File: src/verilog/hisel_regs.svh
`ifndef HISEL_REGS_SVH
`define HISEL_REGS_SVH

// ----------------------------------------------------------------
// clock and timing
// ----------------------------------------------------------------
`define HISEL_CLK_MHZ        40
// cold reset phase length in ns, then rounded up to whole cycles
`define HISEL_COLD_NS        1000
`define HISEL_COLD_CYCLES    ((`HISEL_COLD_NS * `HISEL_CLK_MHZ + 999) / 1000)

// ----------------------------------------------------------------
// address byte layout and special addresses
// ----------------------------------------------------------------
`define HISEL_ADDR_W         7
`define HISEL_BYTE_W         8
`define HISEL_RW_BIT         0
`define HISEL_RW_READ        1'b1
`define HISEL_FIFO_ADDR      7'h05

// ----------------------------------------------------------------
// reset values
// ----------------------------------------------------------------
`define HISEL_RST_BYTE       8'h00
`define HISEL_RST_ADDR       7'h00
`define HISEL_RST_BITCNT     3'h0
`define HISEL_LAST_BIT       3'h7

`endif

File: src/verilog/hisel_pkg.sv
package hisel_pkg;

   // ----------------------------------------------------------------
   // interface type, coded as {iface_strap_hi, iface_strap_lo}
   // ----------------------------------------------------------------
   typedef enum logic [1:0] {
      HISEL_MODE_UART        = 2'h0,
      HISEL_MODE_TWOWIRE     = 2'h1,
      HISEL_MODE_SPI         = 2'h2,
      HISEL_MODE_ALT_TWOWIRE = 2'h3
   } hisel_mode_t;

   // ----------------------------------------------------------------
   // start-up sequencer and spi byte phase
   // ----------------------------------------------------------------
   typedef enum logic [2:0] {
      HISEL_BOOT_COLD  = 3'h1,
      HISEL_BOOT_LATCH = 3'h2,
      HISEL_BOOT_RUN   = 3'h4
   } hisel_boot_t;

   typedef enum logic [3:0] {
      HISEL_PH_IDLE  = 4'h1,
      HISEL_PH_ADDR  = 4'h2,
      HISEL_PH_WRITE = 4'h4,
      HISEL_PH_READ  = 4'h8
   } hisel_phase_t;

endpackage

File: src/verilog/hisel_buf.sv
`timescale 1ns/1ps

// ----------------------------------------------------------------
// small valid/ready buffer for write words
// ----------------------------------------------------------------
module hisel_buf #(
   parameter int WIDTH = 15,
   parameter int DEPTH = 2
) (
   input  wire logic             core_clk,
   input  wire logic             rst_n,
   input  wire logic             in_valid,
   output logic                  in_ready,
   input  wire logic [WIDTH-1:0] in_data,
   output logic                  out_valid,
   input  wire logic             out_ready,
   output logic      [WIDTH-1:0] out_data
);
   localparam int PW = (DEPTH > 1) ? $clog2(DEPTH) : 1;

   logic [WIDTH-1:0] mem [DEPTH];
   logic [PW-1:0]    wr_ptr;
   logic [PW-1:0]    rd_ptr;
   logic [PW:0]      count;
   wire              push;
   wire              pop;

   function automatic logic [PW-1:0] ptr_step(input logic [PW-1:0] p);
      ptr_step = (p == PW'(DEPTH - 1)) ? '0 : PW'(p + 1'b1);
   endfunction

   // full and empty come straight from the occupancy count
   assign in_ready  = (count != (PW+1)'(DEPTH));
   assign out_valid = (count != '0);
   assign out_data  = mem[rd_ptr];
   assign push      = in_valid & in_ready;
   assign pop       = out_valid & out_ready;

   // storage needs no reset, only the pointers and the count do
   always_ff @(posedge core_clk)
   begin
      if (push)
      begin
         mem[wr_ptr] <= in_data;
      end
   end

   // pointers and count
   always_ff @(posedge core_clk or negedge rst_n)
   begin
      if (!rst_n)
      begin
         wr_ptr <= '0;
         rd_ptr <= '0;
         count  <= '0;
      end
      else
      begin
         if (push)
         begin
            wr_ptr <= ptr_step(wr_ptr);
         end
         if (pop)
         begin
            rd_ptr <= ptr_step(rd_ptr);
         end
         if (push != pop)
         begin
            count <= push ? (PW+1)'(count + 1'b1) : (PW+1)'(count - 1'b1);
         end
      end
   end

endmodule // hisel_buf

File: src/verilog/hisel_spi_slave.sv
`timescale 1ns/1ps
`include "hisel_regs.svh"

module hisel_spi_slave #(
   parameter int         COLD_CYCLES = `HISEL_COLD_CYCLES,
   parameter logic [6:0] FIFO_ADDR   = `HISEL_FIFO_ADDR,
   parameter int         BUF_DEPTH   = 2
) (
   input  wire logic                 core_clk,
   input  wire logic                 rst_n,
   input  wire logic                 power_down,
   input  wire logic                 iface_strap_lo,
   input  wire logic                 iface_strap_hi,
   input  wire logic                 shared_pin_a,
   input  wire logic                 shared_pin_b,
   input  wire logic                 shared_pin_c_in,
   output logic                      shared_pin_c_out,
   output logic                      shared_pin_c_oe,
   input  wire logic                 shared_pin_d_in,
   output logic                      shared_pin_d_out,
   output logic                      shared_pin_d_oe,
   output hisel_pkg::hisel_mode_t    iface_mode,
   output logic                      iface_ready,
   output logic                      uart_rx,
   input  wire logic                 uart_tx,
   output logic                      twowire_scl,
   output logic                      twowire_addr_bit1,
   output logic                      twowire_addr_bit2,
   output logic                      twowire_sda_in,
   input  wire logic                 twowire_sda_low,
   output logic                      rd_req,
   output logic [`HISEL_ADDR_W-1:0]  rd_addr,
   input  wire logic [`HISEL_BYTE_W-1:0] rd_data,
   output logic                      wr_valid,
   input  wire logic                 wr_ready,
   output logic [`HISEL_ADDR_W-1:0]  wr_addr,
   output logic [`HISEL_BYTE_W-1:0]  wr_data,
   output logic                      wr_space,
   output logic                      wr_overrun
);
   // ----------------------------------------------------------------
   // pin synchronisers
   // ----------------------------------------------------------------
   localparam int S_A  = 0;
   localparam int S_B  = 1;
   localparam int S_C  = 2;
   localparam int S_D  = 3;
   localparam int S_LO = 4;
   localparam int S_HI = 5;
   localparam int AW   = `HISEL_ADDR_W;
   localparam int BW   = `HISEL_BYTE_W;

   logic [5:0]                sync1;
   logic [5:0]                sync2;
   logic                      sck_q;
   hisel_pkg::hisel_boot_t    boot;
   hisel_pkg::hisel_boot_t    next_boot;
   logic [15:0]               cold_cnt;
   hisel_pkg::hisel_phase_t   phase;
   logic [2:0]                bit_cnt;
   logic                      seen_rise;
   logic [BW-1:0]             rx_shift;
   logic [BW-1:0]             tx_byte;
   logic                      miso;
   logic [AW-1:0]             wr_ptr;

   // two flops on every pin; at 40 MHz a 10 Mbit/s bit still spans four samples
   always_ff @(posedge core_clk or negedge rst_n)
   begin
      if (!rst_n)
      begin
         sync1 <= 6'h00;
         sync2 <= 6'h00;
         sck_q <= 1'b0;
      end
      else
      begin
         sync1 <= {iface_strap_hi, iface_strap_lo, shared_pin_d_in, shared_pin_c_in, shared_pin_b, shared_pin_a};
         sync2 <= sync1;
         sck_q <= sync2[S_B];
      end
   end

   // ----------------------------------------------------------------
   // start-up: cold phase, strap latch, run
   // ----------------------------------------------------------------
   wire [1:0] strap_sync = {sync2[S_HI], sync2[S_LO]};
   wire       cold_done  = (cold_cnt == 16'(COLD_CYCLES - 1));

   // power-down drops back to the cold phase, so the type is found again on exit
   always_comb
   begin
      next_boot = boot;
      case (boot)
         hisel_pkg::HISEL_BOOT_COLD:  next_boot = (!power_down && cold_done) ? hisel_pkg::HISEL_BOOT_LATCH : boot;
         hisel_pkg::HISEL_BOOT_LATCH: next_boot = power_down ? hisel_pkg::HISEL_BOOT_COLD : hisel_pkg::HISEL_BOOT_RUN;
         hisel_pkg::HISEL_BOOT_RUN:   next_boot = power_down ? hisel_pkg::HISEL_BOOT_COLD : boot;
         default:                     next_boot = hisel_pkg::HISEL_BOOT_COLD;
      endcase
   end

   // straps are read once per start-up, in the single latch cycle after the cold phase
   always_ff @(posedge core_clk or negedge rst_n)
   begin
      if (!rst_n)
      begin
         boot       <= hisel_pkg::HISEL_BOOT_COLD;
         cold_cnt   <= 16'h0000;
         iface_mode <= hisel_pkg::HISEL_MODE_UART;
      end
      else
      begin
         boot     <= next_boot;
         cold_cnt <= (boot != hisel_pkg::HISEL_BOOT_COLD || power_down) ? 16'h0000 : 16'(cold_cnt + 1'b1);
         if (boot == hisel_pkg::HISEL_BOOT_LATCH && !power_down)
         begin
            iface_mode <= hisel_pkg::hisel_mode_t'(strap_sync);
         end
      end
   end

   assign iface_ready = (boot == hisel_pkg::HISEL_BOOT_RUN);

   // ----------------------------------------------------------------
   // pin roles per interface type
   // ----------------------------------------------------------------
   wire is_spi  = iface_ready && (iface_mode == hisel_pkg::HISEL_MODE_SPI);
   wire is_uart = iface_ready && (iface_mode == hisel_pkg::HISEL_MODE_UART);
   wire is_std  = iface_ready && (iface_mode == hisel_pkg::HISEL_MODE_TWOWIRE);
   wire is_alt  = iface_ready && (iface_mode == hisel_pkg::HISEL_MODE_ALT_TWOWIRE);
   wire nss_n   = sync2[S_D];
   wire mosi    = sync2[S_A];
   wire sck     = sync2[S_B];

   // routes toward the engines that live outside this block
   assign uart_rx           = sync2[S_A];
   assign twowire_scl       = sync2[S_B];
   assign twowire_addr_bit1 = sync2[S_A];
   assign twowire_addr_bit2 = is_std ? sync2[S_C] : sync2[S_D];
   assign twowire_sda_in    = is_std ? sync2[S_D] : sync2[S_C];

   // pin b is the serial clock in spi mode and has no driver at all
   assign shared_pin_c_out = is_spi ? miso : (is_uart ? uart_tx : 1'b0);
   assign shared_pin_c_oe  = (is_spi && !nss_n) || is_uart || (is_alt && twowire_sda_low);
   assign shared_pin_d_out = 1'b0;
   assign shared_pin_d_oe  = is_std && twowire_sda_low;

   // ----------------------------------------------------------------
   // spi edge detection and byte assembly
   // ----------------------------------------------------------------
   wire              selected  = is_spi && !nss_n;
   wire              sck_rise  = selected && sck && !sck_q;
   wire              sck_fall  = selected && !sck && sck_q && seen_rise;
   wire              byte_done = sck_rise && (bit_cnt == `HISEL_LAST_BIT);
   wire [BW-1:0]     rx_byte   = {rx_shift[BW-2:0], mosi};
   wire              rw_read   = (rx_byte[`HISEL_RW_BIT] == `HISEL_RW_READ);
   wire [AW-1:0]     byte_addr = rx_byte[BW-1:1];
   wire              addr_slot = (phase == hisel_pkg::HISEL_PH_ADDR) || (phase == hisel_pkg::HISEL_PH_READ);
   wire              rd_hit    = byte_done && addr_slot && rw_read;
   wire              push      = byte_done && (phase == hisel_pkg::HISEL_PH_WRITE);
   wire              buf_ready;

   // phase walks idle, address, then read or write until select rises
   always_ff @(posedge core_clk or negedge rst_n)
   begin
      if (!rst_n)
      begin
         phase     <= hisel_pkg::HISEL_PH_IDLE;
         bit_cnt   <= `HISEL_RST_BITCNT;
         seen_rise <= 1'b0;
         rx_shift  <= `HISEL_RST_BYTE;
      end
      else if (!selected)
      begin
         phase     <= hisel_pkg::HISEL_PH_IDLE;
         bit_cnt   <= `HISEL_RST_BITCNT;
         seen_rise <= 1'b0;
      end
      else
      begin
         if (phase == hisel_pkg::HISEL_PH_IDLE)
         begin
            phase <= hisel_pkg::HISEL_PH_ADDR;
         end
         if (sck_rise)
         begin
            rx_shift  <= rx_byte;
            bit_cnt   <= 3'(bit_cnt + 1'b1);
            seen_rise <= 1'b1;
         end
         if (byte_done && phase == hisel_pkg::HISEL_PH_ADDR)
         begin
            phase <= rw_read ? hisel_pkg::HISEL_PH_READ : hisel_pkg::HISEL_PH_WRITE;
         end
      end
   end

   // ----------------------------------------------------------------
   // read path: one slot of latency between address and data
   // ----------------------------------------------------------------
   // rd_data is taken in the rd_req cycle, which lands before the earliest falling edge
   always_ff @(posedge core_clk or negedge rst_n)
   begin
      if (!rst_n)
      begin
         rd_req  <= 1'b0;
         rd_addr <= `HISEL_RST_ADDR;
         tx_byte <= `HISEL_RST_BYTE;
         miso    <= 1'b0;
      end
      else
      begin
         rd_req <= rd_hit;
         if (rd_hit)
         begin
            rd_addr <= byte_addr;
         end
         if (!selected)
         begin
            tx_byte <= `HISEL_RST_BYTE;
            miso    <= 1'b0;
         end
         else
         begin
            if (rd_req)
            begin
               tx_byte <= rd_data;
            end
            else if (byte_done && !rd_hit)
            begin
               tx_byte <= `HISEL_RST_BYTE;
            end
            if (sck_fall)
            begin
               miso <= tx_byte[~bit_cnt];
            end
         end
      end
   end

   // ----------------------------------------------------------------
   // write path: address pointer and buffered words
   // ----------------------------------------------------------------
   // the link cannot be stalled, so a full buffer drops the byte and flags it
   always_ff @(posedge core_clk or negedge rst_n)
   begin
      if (!rst_n)
      begin
         wr_ptr     <= `HISEL_RST_ADDR;
         wr_overrun <= 1'b0;
      end
      else
      begin
         if (byte_done && phase == hisel_pkg::HISEL_PH_ADDR)
         begin
            wr_ptr <= byte_addr;
         end
         else if (push && wr_ptr != FIFO_ADDR)
         begin
            wr_ptr <= AW'(wr_ptr + 1'b1);
         end
         if (push && !buf_ready)
         begin
            wr_overrun <= 1'b1;
         end
         else if (power_down)
         begin
            wr_overrun <= 1'b0;
         end
      end
   end

   assign wr_space = buf_ready;

   hisel_buf #(
      .WIDTH (AW + BW),
      .DEPTH (BUF_DEPTH)
   ) u_buf (
      .core_clk  (core_clk),
      .rst_n     (rst_n),
      .in_valid  (push),
      .in_ready  (buf_ready),
      .in_data   ({wr_ptr, rx_byte}),
      .out_valid (wr_valid),
      .out_ready (wr_ready),
      .out_data  ({wr_addr, wr_data})
   );
endmodule // hisel_spi_slave
File: config.mk
export PLATFORM = sky130hd
export DESIGN_NAME = hisel_spi_slave
export DESIGN_NICKNAME = d
export VERILOG_FILES = /design/src/verilog/hisel_pkg.sv /design/src/verilog/hisel_buf.sv /design/src/verilog/hisel_spi_slave.sv
export VERILOG_INCLUDE_DIRS = /design/src /design/src/verilog
export SDC_FILE = /design/constraint.sdc
export NUM_CORES = 1
export LEC_CHECK = 0
export ABC_AREA = 1
export CAP_MARGIN = 15
export CORE_ASPECT_RATIO = 0.75
export CORE_MARGIN = 2
export CORE_UTILIZATION = 57
export DETAILED_ROUTE_END_ITERATION = 10
export DONT_BUFFER_PORTS = 1
export GPL_TIMING_DRIVEN = 0
export PLACE_DENSITY = 0.75
export SETUP_SLACK_MARGIN = 0.1
export SYNTH_ARGS = -nofsm -noshare
export SYNTH_HDL_FRONTEND = slang
export SYNTH_HIERARCHICAL = 1
export SYNTH_SLANG_ARGS = --single-unit
File: constraint.sdc
create_clock -name core_clk -period 2.4 [get_ports core_clk]
set_clock_uncertainty 0.05 [all_clocks]
set_input_delay 0.24 -clock core_clk [delete_from_list [all_inputs] [get_ports core_clk]]
set_output_delay 0.24 -clock core_clk [all_outputs]
set_load 0.01 [all_outputs]
==> results of run 1 <==
registers in the layout (all words and copies together), names as in the netlist, 4 cells and up:
name / cells
cold_cnt: 16
rx_shift: 7
wr_ptr: 7
rd_addr: 7
sync1: 6
tx_byte: 8
phase: 4
u_buf/mem: 30
sync2: 6
synth_stat cells (6+ instances only):
| cell type | n |
|---|---|
| dfrtp_1 | 76 |
| nor2_1 | 36 |
| nand4_1 | 9 |
| edfxtp_1 | 30 |
| o21ai_2 | 7 |
| o21ai_0 | 21 |
| inv_1 | 55 |
| nor3_1 | 6 |
| nand3_1 | 42 |
| nand2_1 | 156 |
| a21oi_1 | 19 |
per-stage QoR:
step,cells,worst slack [ns],power [W],util
final,660,0.271,0.00357,0.665
after floorplan,514,0.183,0.00206,-
after detailed placement,622,-0.209,0.00209,0.598
after global routing,660,0.143,0.00370,0.665
after global placement,622,-0.161,0.00208,0.598
after CTS,658,0.105,0.00360,0.662
power breakdown:
part | switching, W | internal, W | total (W)
registers | 0.0000159 | 0.00190 | 0.00192
logic | 0.000120 | 0.0000613 | 0.000182
clock network | 0.000725 | 0.000745 | 0.00147
cell families after synthesis:
family	synth area share
AO/OA/AOI/OAI	0.0633
other	0.000774
XOR/XNOR	0.00904
multiplexers	0.00439
buffers and inverters	0.0653
AND/OR/NAND/NOR	0.255
adder cells (fa/ha/maj)	0.0129
flip-flops	0.589
tightest hold or removal path, delay by kind of cell:
kind	cells	cell delay [ns]
simple gates	3	0.15
area by class of cell:
type | count | area (sq um) | area share
Multi-Input combinational cell | 335 | 1680 | 0.303
Clock inverter | 7 | 75.1 | 0.0135
Sequential cell | 108 | 2860 | 0.515
Inverter | 61 | 231 | 0.0417
Clock buffer | 9 | 225 | 0.0406
Buffer | 10 | 91.3 | 0.0165
Timing Repair Buffer | 22 | 250 | 0.0451
Tap cell | 108 | 135 | 0.0244
metal layers:
metal  track usage  share of wire
met1         0.293           0.47
met2         0.343           0.47
met3        0.0603          0.053
met4        0.0636         0.0060
met5             0              0
path summary, 6_finish.rpt:
check | startpoint | end | slack (ns)
setup reg to reg | bit_cnt[1] | u_buf/mem[1][1] | 0.27
hold reg to reg | sync1[4] | sync2[4] | 0.30
hold / removal | wr_ready | u_buf/count[0] | 0.02
min in group asynchronous | rst_n | sync2[2] | 0.41
setup / recovery | bit_cnt[1] | u_buf/mem[1][1] | 0.27
max in group asynchronous | rst_n | boot[0] | 1.58
timing repair:
action / in CTS / in global routing
hold endpoints to repair: 93 / 0
setup buffers: 3 / 2
setup endpoints to repair: 31 / 31
pin swaps: 3 / 0
cloned: 0 / 0
hold buffers: 17 / 0
gates resized for setup: 3 / 3
cells in the final DEF, fill, tap and decap left out, types with 3 or more instances in the layout:
master | synthesis | routed
nand3_1 | 42 | 42
nand4_4 | 4 | 4
ha_1 | 5 | 5
inv_1 | 55 | 54
inv_8 | 0 | 3
o21ai_1 | 5 | 5
nand2_2 | 4 | 4
a21oi_1 | 19 | 19
o21ai_2 | 7 | 7
edfxtp_1 | 30 | 30
buf_6 | 4 | 5
dfrtp_2 | 0 | 3
dlygate4sd3_1 | 0 | 16
o21ai_0 | 21 | 21
nor2_1 | 36 | 35
nor2_4 | 4 | 5
xor2_1 | 4 | 4
dfrtp_1 | 76 | 73
inv_2 | 4 | 5
buf_4 | 4 | 7
clkbuf_16 | 0 | 9
nand2_1 | 156 | 156
nand4_1 | 9 | 9
nor3_1 | 6 | 6
==> results.txt, run 1 <==
----------------------------------------------------
[Yosys]
  Share of the synthesized area in the top cell type ... 0.393
  Largest cells by area after synthesis ... dfrtp_1 39%, edfxtp_1 19%, nand2_1 12%
  Synthesis-stage register bit count ... 108
  Total standard cell area after synthesis ... 4840 sq um
  Average footprint of a synthesized cell ... about 9.4 sq um
  Share of async-settable or async-resettable flops after synthesis ... 0.722
  Portion of the post-synthesis area used by sequential elements ... 0.589
  Most common flop cell mapped by yosys ... dfrtp_1
  Largest area contributor in the synthesized netlist ... dfrtp_1
  Synth unique cells ... 35
  Post-synth net total ... 539
  Number of synthesized flops with an enable pin ... 30
  Yosys Warn Count ... 6
  Gate Count Post-Synth ... 514

[Power and ir drop]
  Worst IR Drop VDD ... 505 uV
  Power density over the cells ... 644 nW/um^2
  Leakage power of the design ... between 2 and 3 nW

[Worst setup path]
  Delay contributed by the slowest stage of the critical path ... 0.40 ns
  Logic depth of the worst setup path including buffers ... 10
  Largest delay contributor family on the critical path ... buffers and inverters
  Kind of start point of the critical path ... flop
  Required time worst endpoint ... around 2.4 ns
  Kind of capture point of the worst setup path ... flop
  Critical path cell sequence ... ha_1, ha_1, buf_6, inv_1, nor2_4, nand2_1, inv_2, nand2_2, nor2_4, buf_12
  Worst path buffer plus inverter count ... 4
  Crit path max fanout ... 16
  Arrival time worst endpoint ... 2.15 ns
  Worst Setup Path Type ... reg2reg
  Highest-delay cell along the critical path ... dfrtp_1
  Worst R2R Path Depth ... 10

[Timing]
  Least-Margin Pin Slew ... 0.568 ns
  Final Cycle Share ... 0.887
  Setup_tns ... 0 ns
  Min cycle time layout ... 2.13 ns
  Setup repair after global routing missed its margin ... no
  Max Transition Viols Final ... 0
  Hold WS ... between 0.02 and 0.025 ns
  Final count of hold timing violations ... 0
  Max_slew headroom ... 0.622
  Number of setup violations in the final report ... 0
  Peak Freq ... roughly 470 MHz

[Die]
  Number of cell rows ... 29
  # IOs ... 58
  Die Wd ... 110 microns
  Height of the die ... 83.8 microns
  Starting utilization of the core area ... 0.581
  Placeable Area ... 8350 sq um
  Die footprint ... 9260 sq um

[Min path]
  Hold Path Stages ... 3
  HP Class ... in2reg

[Routing]
  Average routed wire per standard cell ... 14.1 microns
  Post-DRT Antenna Nets ... 0
  First drt pass iteration count ... 4
  Violation count after the first detailed-route iteration ... 285
  Routed wire length ... ~9300 microns
  Routed via count ... 3452
  Drt via density ... 5.23
  Final routed DRC violation total ... 0

[Placed design]
  Quantity of I/O buffers inserted on ports ... 0
  Post-detailed-placement cell area ... 4990 sq um
  Placer's final routability congestion estimate ... 0.877
  HPWL after detailed placement ... around 6400 microns

[Cells and area]
  Share of post-route cells with drive strength above 1 ... 0.125
  Post-route cell area ... 5550 sq um
  Net total in the final layout ... around 570
  Fill cell count ... ~640
  Number of inserted diodes ... 0
  Layout-stage area growth over the synthesis result ... 14.5%

[Global routing]
  Global router's overall resource usage ... 0.215
  Wire length of the first global-routing pass ... 15900 microns
  Number of global-route vias before repair ... 3332
  Initial antenna violation count ... 0
  Overflow left after global routing ... 0
  Largest net degree at the start of global routing ... between 70 and 80

[CTS]
  H-Tree Depth ... 3
  Later-pin clock latency in the skew report ... 0.35 ns
  Clock buffers created by TritonCTS ... 9
  Maximum clock insertion buffer count ... 2
  Root buffer selected by CTS ... clkbuf_16
  Clock tree from TritonCTS ... done
  Clock edge transition at the registers on the reported setup and hold paths ... 0.08 ns
  Num Clock Sinks ... 108

[Flow run]
  Max Cap Viol ... 0

[Run status]
  Outcome ... completed

----------------------------------------------------
Power figures use the tool's default switching activity.
==> run 2: changes to the inputs <==
- GPL_ROUTABILITY_DRIVEN: unset -> 0
- SYNTH_HIERARCHICAL: 1 -> unset
==> results.txt, run 2 <==
----------------------------------------------------
[Die]
  Starting utilization of the core area ... 0.599 (was 0.581)
  Placeable Area ... 8020 sq um (was 8350 sq um)
  Height of the die ... 83.5 microns (was 83.8 microns)
  Number of cell rows ... 28 (was 29)
  Die footprint ... 9190 sq um (was 9260 sq um)
  Die Wd ... 110 microns (about the same)
  # IOs ... 58 (unchanged)

[Yosys]
  Gate Count Post-Synth ... 516 (was 514)
  Number of synthesized flops with an enable pin ... 30 (unchanged)
  Total standard cell area after synthesis ... 4800 sq um (was 4840 sq um)
  Synth unique cells ... 33 (was 35)
  Largest cells by area after synthesis ... dfrtp_1 40%, edfxtp_1 19%, nand2_1 12% (was dfrtp_1 39%, edfxtp_1 19%, nand2_1 12%)
  Yosys Warn Count ... 0 (was 6)
  Commonest cells in the synthesized netlist ... 153 x nand2_1, 76 x dfrtp_1, 51 x inv_1 (was 156 x nand2_1, 76 x dfrtp_1, 55 x inv_1)
  Portion of the post-synthesis area used by sequential elements ... 0.594 (was 0.589)
  Synthesis-stage register bit count ... 108 (unchanged)
  Share of async-settable or async-resettable flops after synthesis ... 0.722 (unchanged)
  Most common flop cell mapped by yosys ... dfrtp_1 (unchanged)
  Largest area contributor in the synthesized netlist ... dfrtp_1 (unchanged)
  Average footprint of a synthesized cell ... 9.31 sq um (was 9.43 sq um)
  Share of the synthesized area in the top cell type ... 0.396 (was 0.393)
  Post-synth net total ... 541 (was 539)
  Count leader, synth ... nand2_1 (unchanged)

[Worst setup path]
  Worst Setup Path Type ... reg2reg (unchanged)
  R2R Setup Slk ... 0.22 ns (was 0.27 ns)
  Largest delay contributor family on the critical path ... buffers and inverters (unchanged)
  Crit path max fanout ... 11 (was 16)
  Worst flop-to-flop path startpoint ... bit_cnt[0] (was bit_cnt[1])
  Most prevalent standard cell on the critical path ... ha_1
  Worst path buffer plus inverter count ... 3 (was 4)
  Critical path cell sequence ... ha_1, ha_1, clkbuf_4, nand4_1, buf_4, nor2_4, buf_6 (was ha_1, ha_1, buf_6, inv_1, nor2_4, nand2_1, inv_2, nand2_2, nor2_4, buf_12)
  Worst R2R Path Depth ... 7 (was 10)
  Arrival time worst endpoint ... 2.20 ns (was 2.15 ns)
  Required time worst endpoint ... 2.43 ns (was 2.42 ns)
  Worst setup path start ... bit_cnt[0] (was bit_cnt[1])
  Kind of start point of the critical path ... flop (unchanged)
  Destination of the worst register-to-register timing path ... u_buf.mem[0][14] (was u_buf/mem[1][1])
  Kind of capture point of the worst setup path ... flop (unchanged)
  Delay contributed by the slowest stage of the critical path ... 0.45 ns (was 0.40 ns)
  Highest-delay cell along the critical path ... dfrtp_2 (was dfrtp_1)

[Cells and area]
  Number of inserted diodes ... 0 (unchanged)
  Number of flip-flops in the largest register ... 30 (unchanged)
  Fill cell count ... 641 (was 635)
  Register bank with the most flops ... u_buf.mem (was u_buf/mem)
  Final core utilization ... 0.667 (was 0.665)
  Post-route cell area ... 5350 sq um (was 5550 sq um)
  Top library cells by usage in the layout, fill and taps aside ... 153 x nand2_1, 75 x dfrtp_1, 51 x inv_1, 49 x nand3_1, 33 x nor2_1 (was 156 x nand2_1, 73 x dfrtp_1, 54 x inv_1, 42 x nand3_1, 35 x nor2_1)
  Commonest non-fill, non-tap cell in the layout ... nand2_1 (unchanged)
  Layout-stage area growth over the synthesis result ... 11.4% (was 14.5%)
  Area of combinational cells with multiple inputs ... 1680 sq um (about the same)
  Net total in the final layout ... 572 (unchanged)
  Leading registers by flop count ... u_buf.mem x30, cold_cnt x16, tx_byte x8 (was u_buf/mem x30, cold_cnt x16, tx_byte x8)
  Share of post-route cells with drive strength above 1 ... 0.0888 (was 0.125)
  Sequential standard cell area ... 2860 sq um (about the same)

[CTS]
  Clock tree from TritonCTS ... done (unchanged)
  Root buffer selected by CTS ... clkbuf_8 (was clkbuf_16)
  Num Clock Sinks ... 108 (unchanged)
  H-Tree Depth ... 3 (unchanged)
  Clock edge transition at the registers on the reported setup and hold paths ... 0.10 ns (was 0.08 ns)
  Later-pin clock latency in the skew report ... 0.37 ns (was 0.35 ns)
  Maximum clock insertion buffer count ... 2 (unchanged)
  Clock buffers created by TritonCTS ... 9 (unchanged)

[Timing]
  Max Transition Viols Final ... 0 (unchanged)
  Setup_tns ... 0 ns (unchanged)
  Setup repair after global routing missed its margin ... yes (was no)
  Final count of hold timing violations ... 0 (unchanged)
  Min cycle time layout ... 2.18 ns (was 2.13 ns)
  Max_slew headroom ... 0.636 (was 0.622)
  Final Cycle Share ... 0.907 (was 0.887)
  Number of setup violations in the final report ... 0 (unchanged)
  Hold WS ... 0.0136 ns (was 0.0207 ns)
  Least-Margin Pin Slew ... 0.541 ns (was 0.568 ns)
  Peak Freq ... 459 MHz (was 470 MHz)

[Routing]
  Routed wire length ... 9670 microns (was 9270 microns)
  Drt via density ... 5.39 (was 5.23)
  Final routed DRC violation total ... 0 (unchanged)
  Average routed wire per standard cell ... 14.7 microns (was 14.1 microns)
  First drt pass iteration count ... 5 (was 4)
  Routed via count ... 3539 (was 3452)
  Violation count after the first detailed-route iteration ... 273 (was 285)
  Post-DRT Antenna Nets ... 0 (unchanged)

[Placed design]
  HPWL after detailed placement ... 6540 microns (was 6360 microns)
  Quantity of I/O buffers inserted on ports ... 0 (unchanged)
  Post-detailed-placement cell area ... 4960 sq um (was 4990 sq um)

[Global routing]
  Wire length of the first global-routing pass ... 16400 microns (was 15900 microns)
  Initial antenna violation count ... 0 (unchanged)
  Overflow left after global routing ... 0 (unchanged)
  Largest net degree at the start of global routing ... 79 (unchanged)
  Number of global-route vias before repair ... 3448 (was 3332)
  Global router's overall resource usage ... 0.231 (was 0.215)

[Min path]
  Min-delay src ... wr_ready (unchanged)
  Worst Hold Path EP ... u_buf.count[1] (was u_buf/count[0])
  HP Class ... in2reg (unchanged)
  Hold Path Stages ... 3 (unchanged)

[Flow run]
  Max Cap Viol ... 0 (unchanged)

[Power and ir drop]
  Power, Total ... 0.00331 W (was 0.00357 W)
  Leakage power of the design ... 2.47 nW (was 2.58 nW)
  Power density over the cells ... 619 nW/um^2 (was 644 nW/um^2)
  Worst IR Drop VDD ... 431 uV (was 505 uV)

[Run status]
  Outcome ... completed (unchanged)

----------------------------------------------------
==> run 2: worst max-delay path by stage <==
| stage | to | slack (ns) | cells past startpoint |
|---|---|---|---|
| 2_1_floorplan | u_buf.mem[0][0] | 0.009 | 5 |
| 3_3_place_gp | u_buf.mem[1][3] | -0.47 | 5 |
| 3_5_place_dp | u_buf.mem[0][3] | -0.14 | 6 |
| 4_1_cts | twowire_sda_in | 0.10 | 4 |
| 5_1_grt | twowire_sda_in | 0.09 | 4 |
| 6_report | u_buf.mem[0][14] | 0.22 | 7 |
==> run 2: kinds of logic (layout without fill, tap and decap cells) <==
logic type	Yosys count	after routing	share of synthesized area
buffers and inverters	69	105	0.0591
adders and majority gates	5	5	0.0130
other	1	1	0.000781
DFF	108	108	0.594
xor gates and xnor gates	8	8	0.0146
and+or+nand+nor	276	276	0.265
AOI/OAI and AO/OA	49	49	0.0531
==> run 2: what timing repair did <==
item,in CTS,in global routing
hold buffers,17,0
buffers inserted,1,0
pin swaps,1,0
setup endpoints to repair,26,26
hold endpoints to repair,94,0
resized for setup,4,3
==> run 2: layout make-up <==
class	instances	area share
inverter	56	0.0393
buffer	13	0.0143
timing repair buffer	20	0.0407
multi-input combinational	339	0.314
clock buffer	11	0.0264
clock inverter	5	0.00655
sequential	108	0.534
tap	105	0.0245
==> run 2: worst min-delay path, delay by kind of cell <==
| family | cells | cell delay (ns) |
|---|---|---|
| and+or+nand+nor | 3 | 0.16 |
==> run 2: report_power, final <==
group / leakage (nW) / total (W) / switching (W) / internal [W]
Sequential: 1.29 / 0.00193 / 0.0000190 / 0.00191
Clock: 0.0913 / 0.00101 / 0.000598 / 0.000409
Combinational: 1.08 / 0.000378 / 0.000277 / 0.000101
==> run 2: per-stage QoR <==
stage / worst slack (ns) / std cells
5_1_grt: 0.0920 / 657
2_1_floorplan: 0.00931 / 516
3_3_place_gp: -0.474 / 621
4_1_cts: 0.103 / 657
3_5_place_dp: -0.137 / 623
6_report: 0.223 / 657
==> run 2: layer usage <==
metal / GRT usage / wire, microns / part of all wire / up-vias
li1: - / - / - / 1757
met1: 0.327 / 4500 / 0.47 / 1677
met2: 0.350 / 4480 / 0.46 / 96
met3: 0.0671 / 580 / 0.060 / 9
met4: 0.0656 / 112 / 0.012 / 0
met5: 0 / 0 / 0 / -
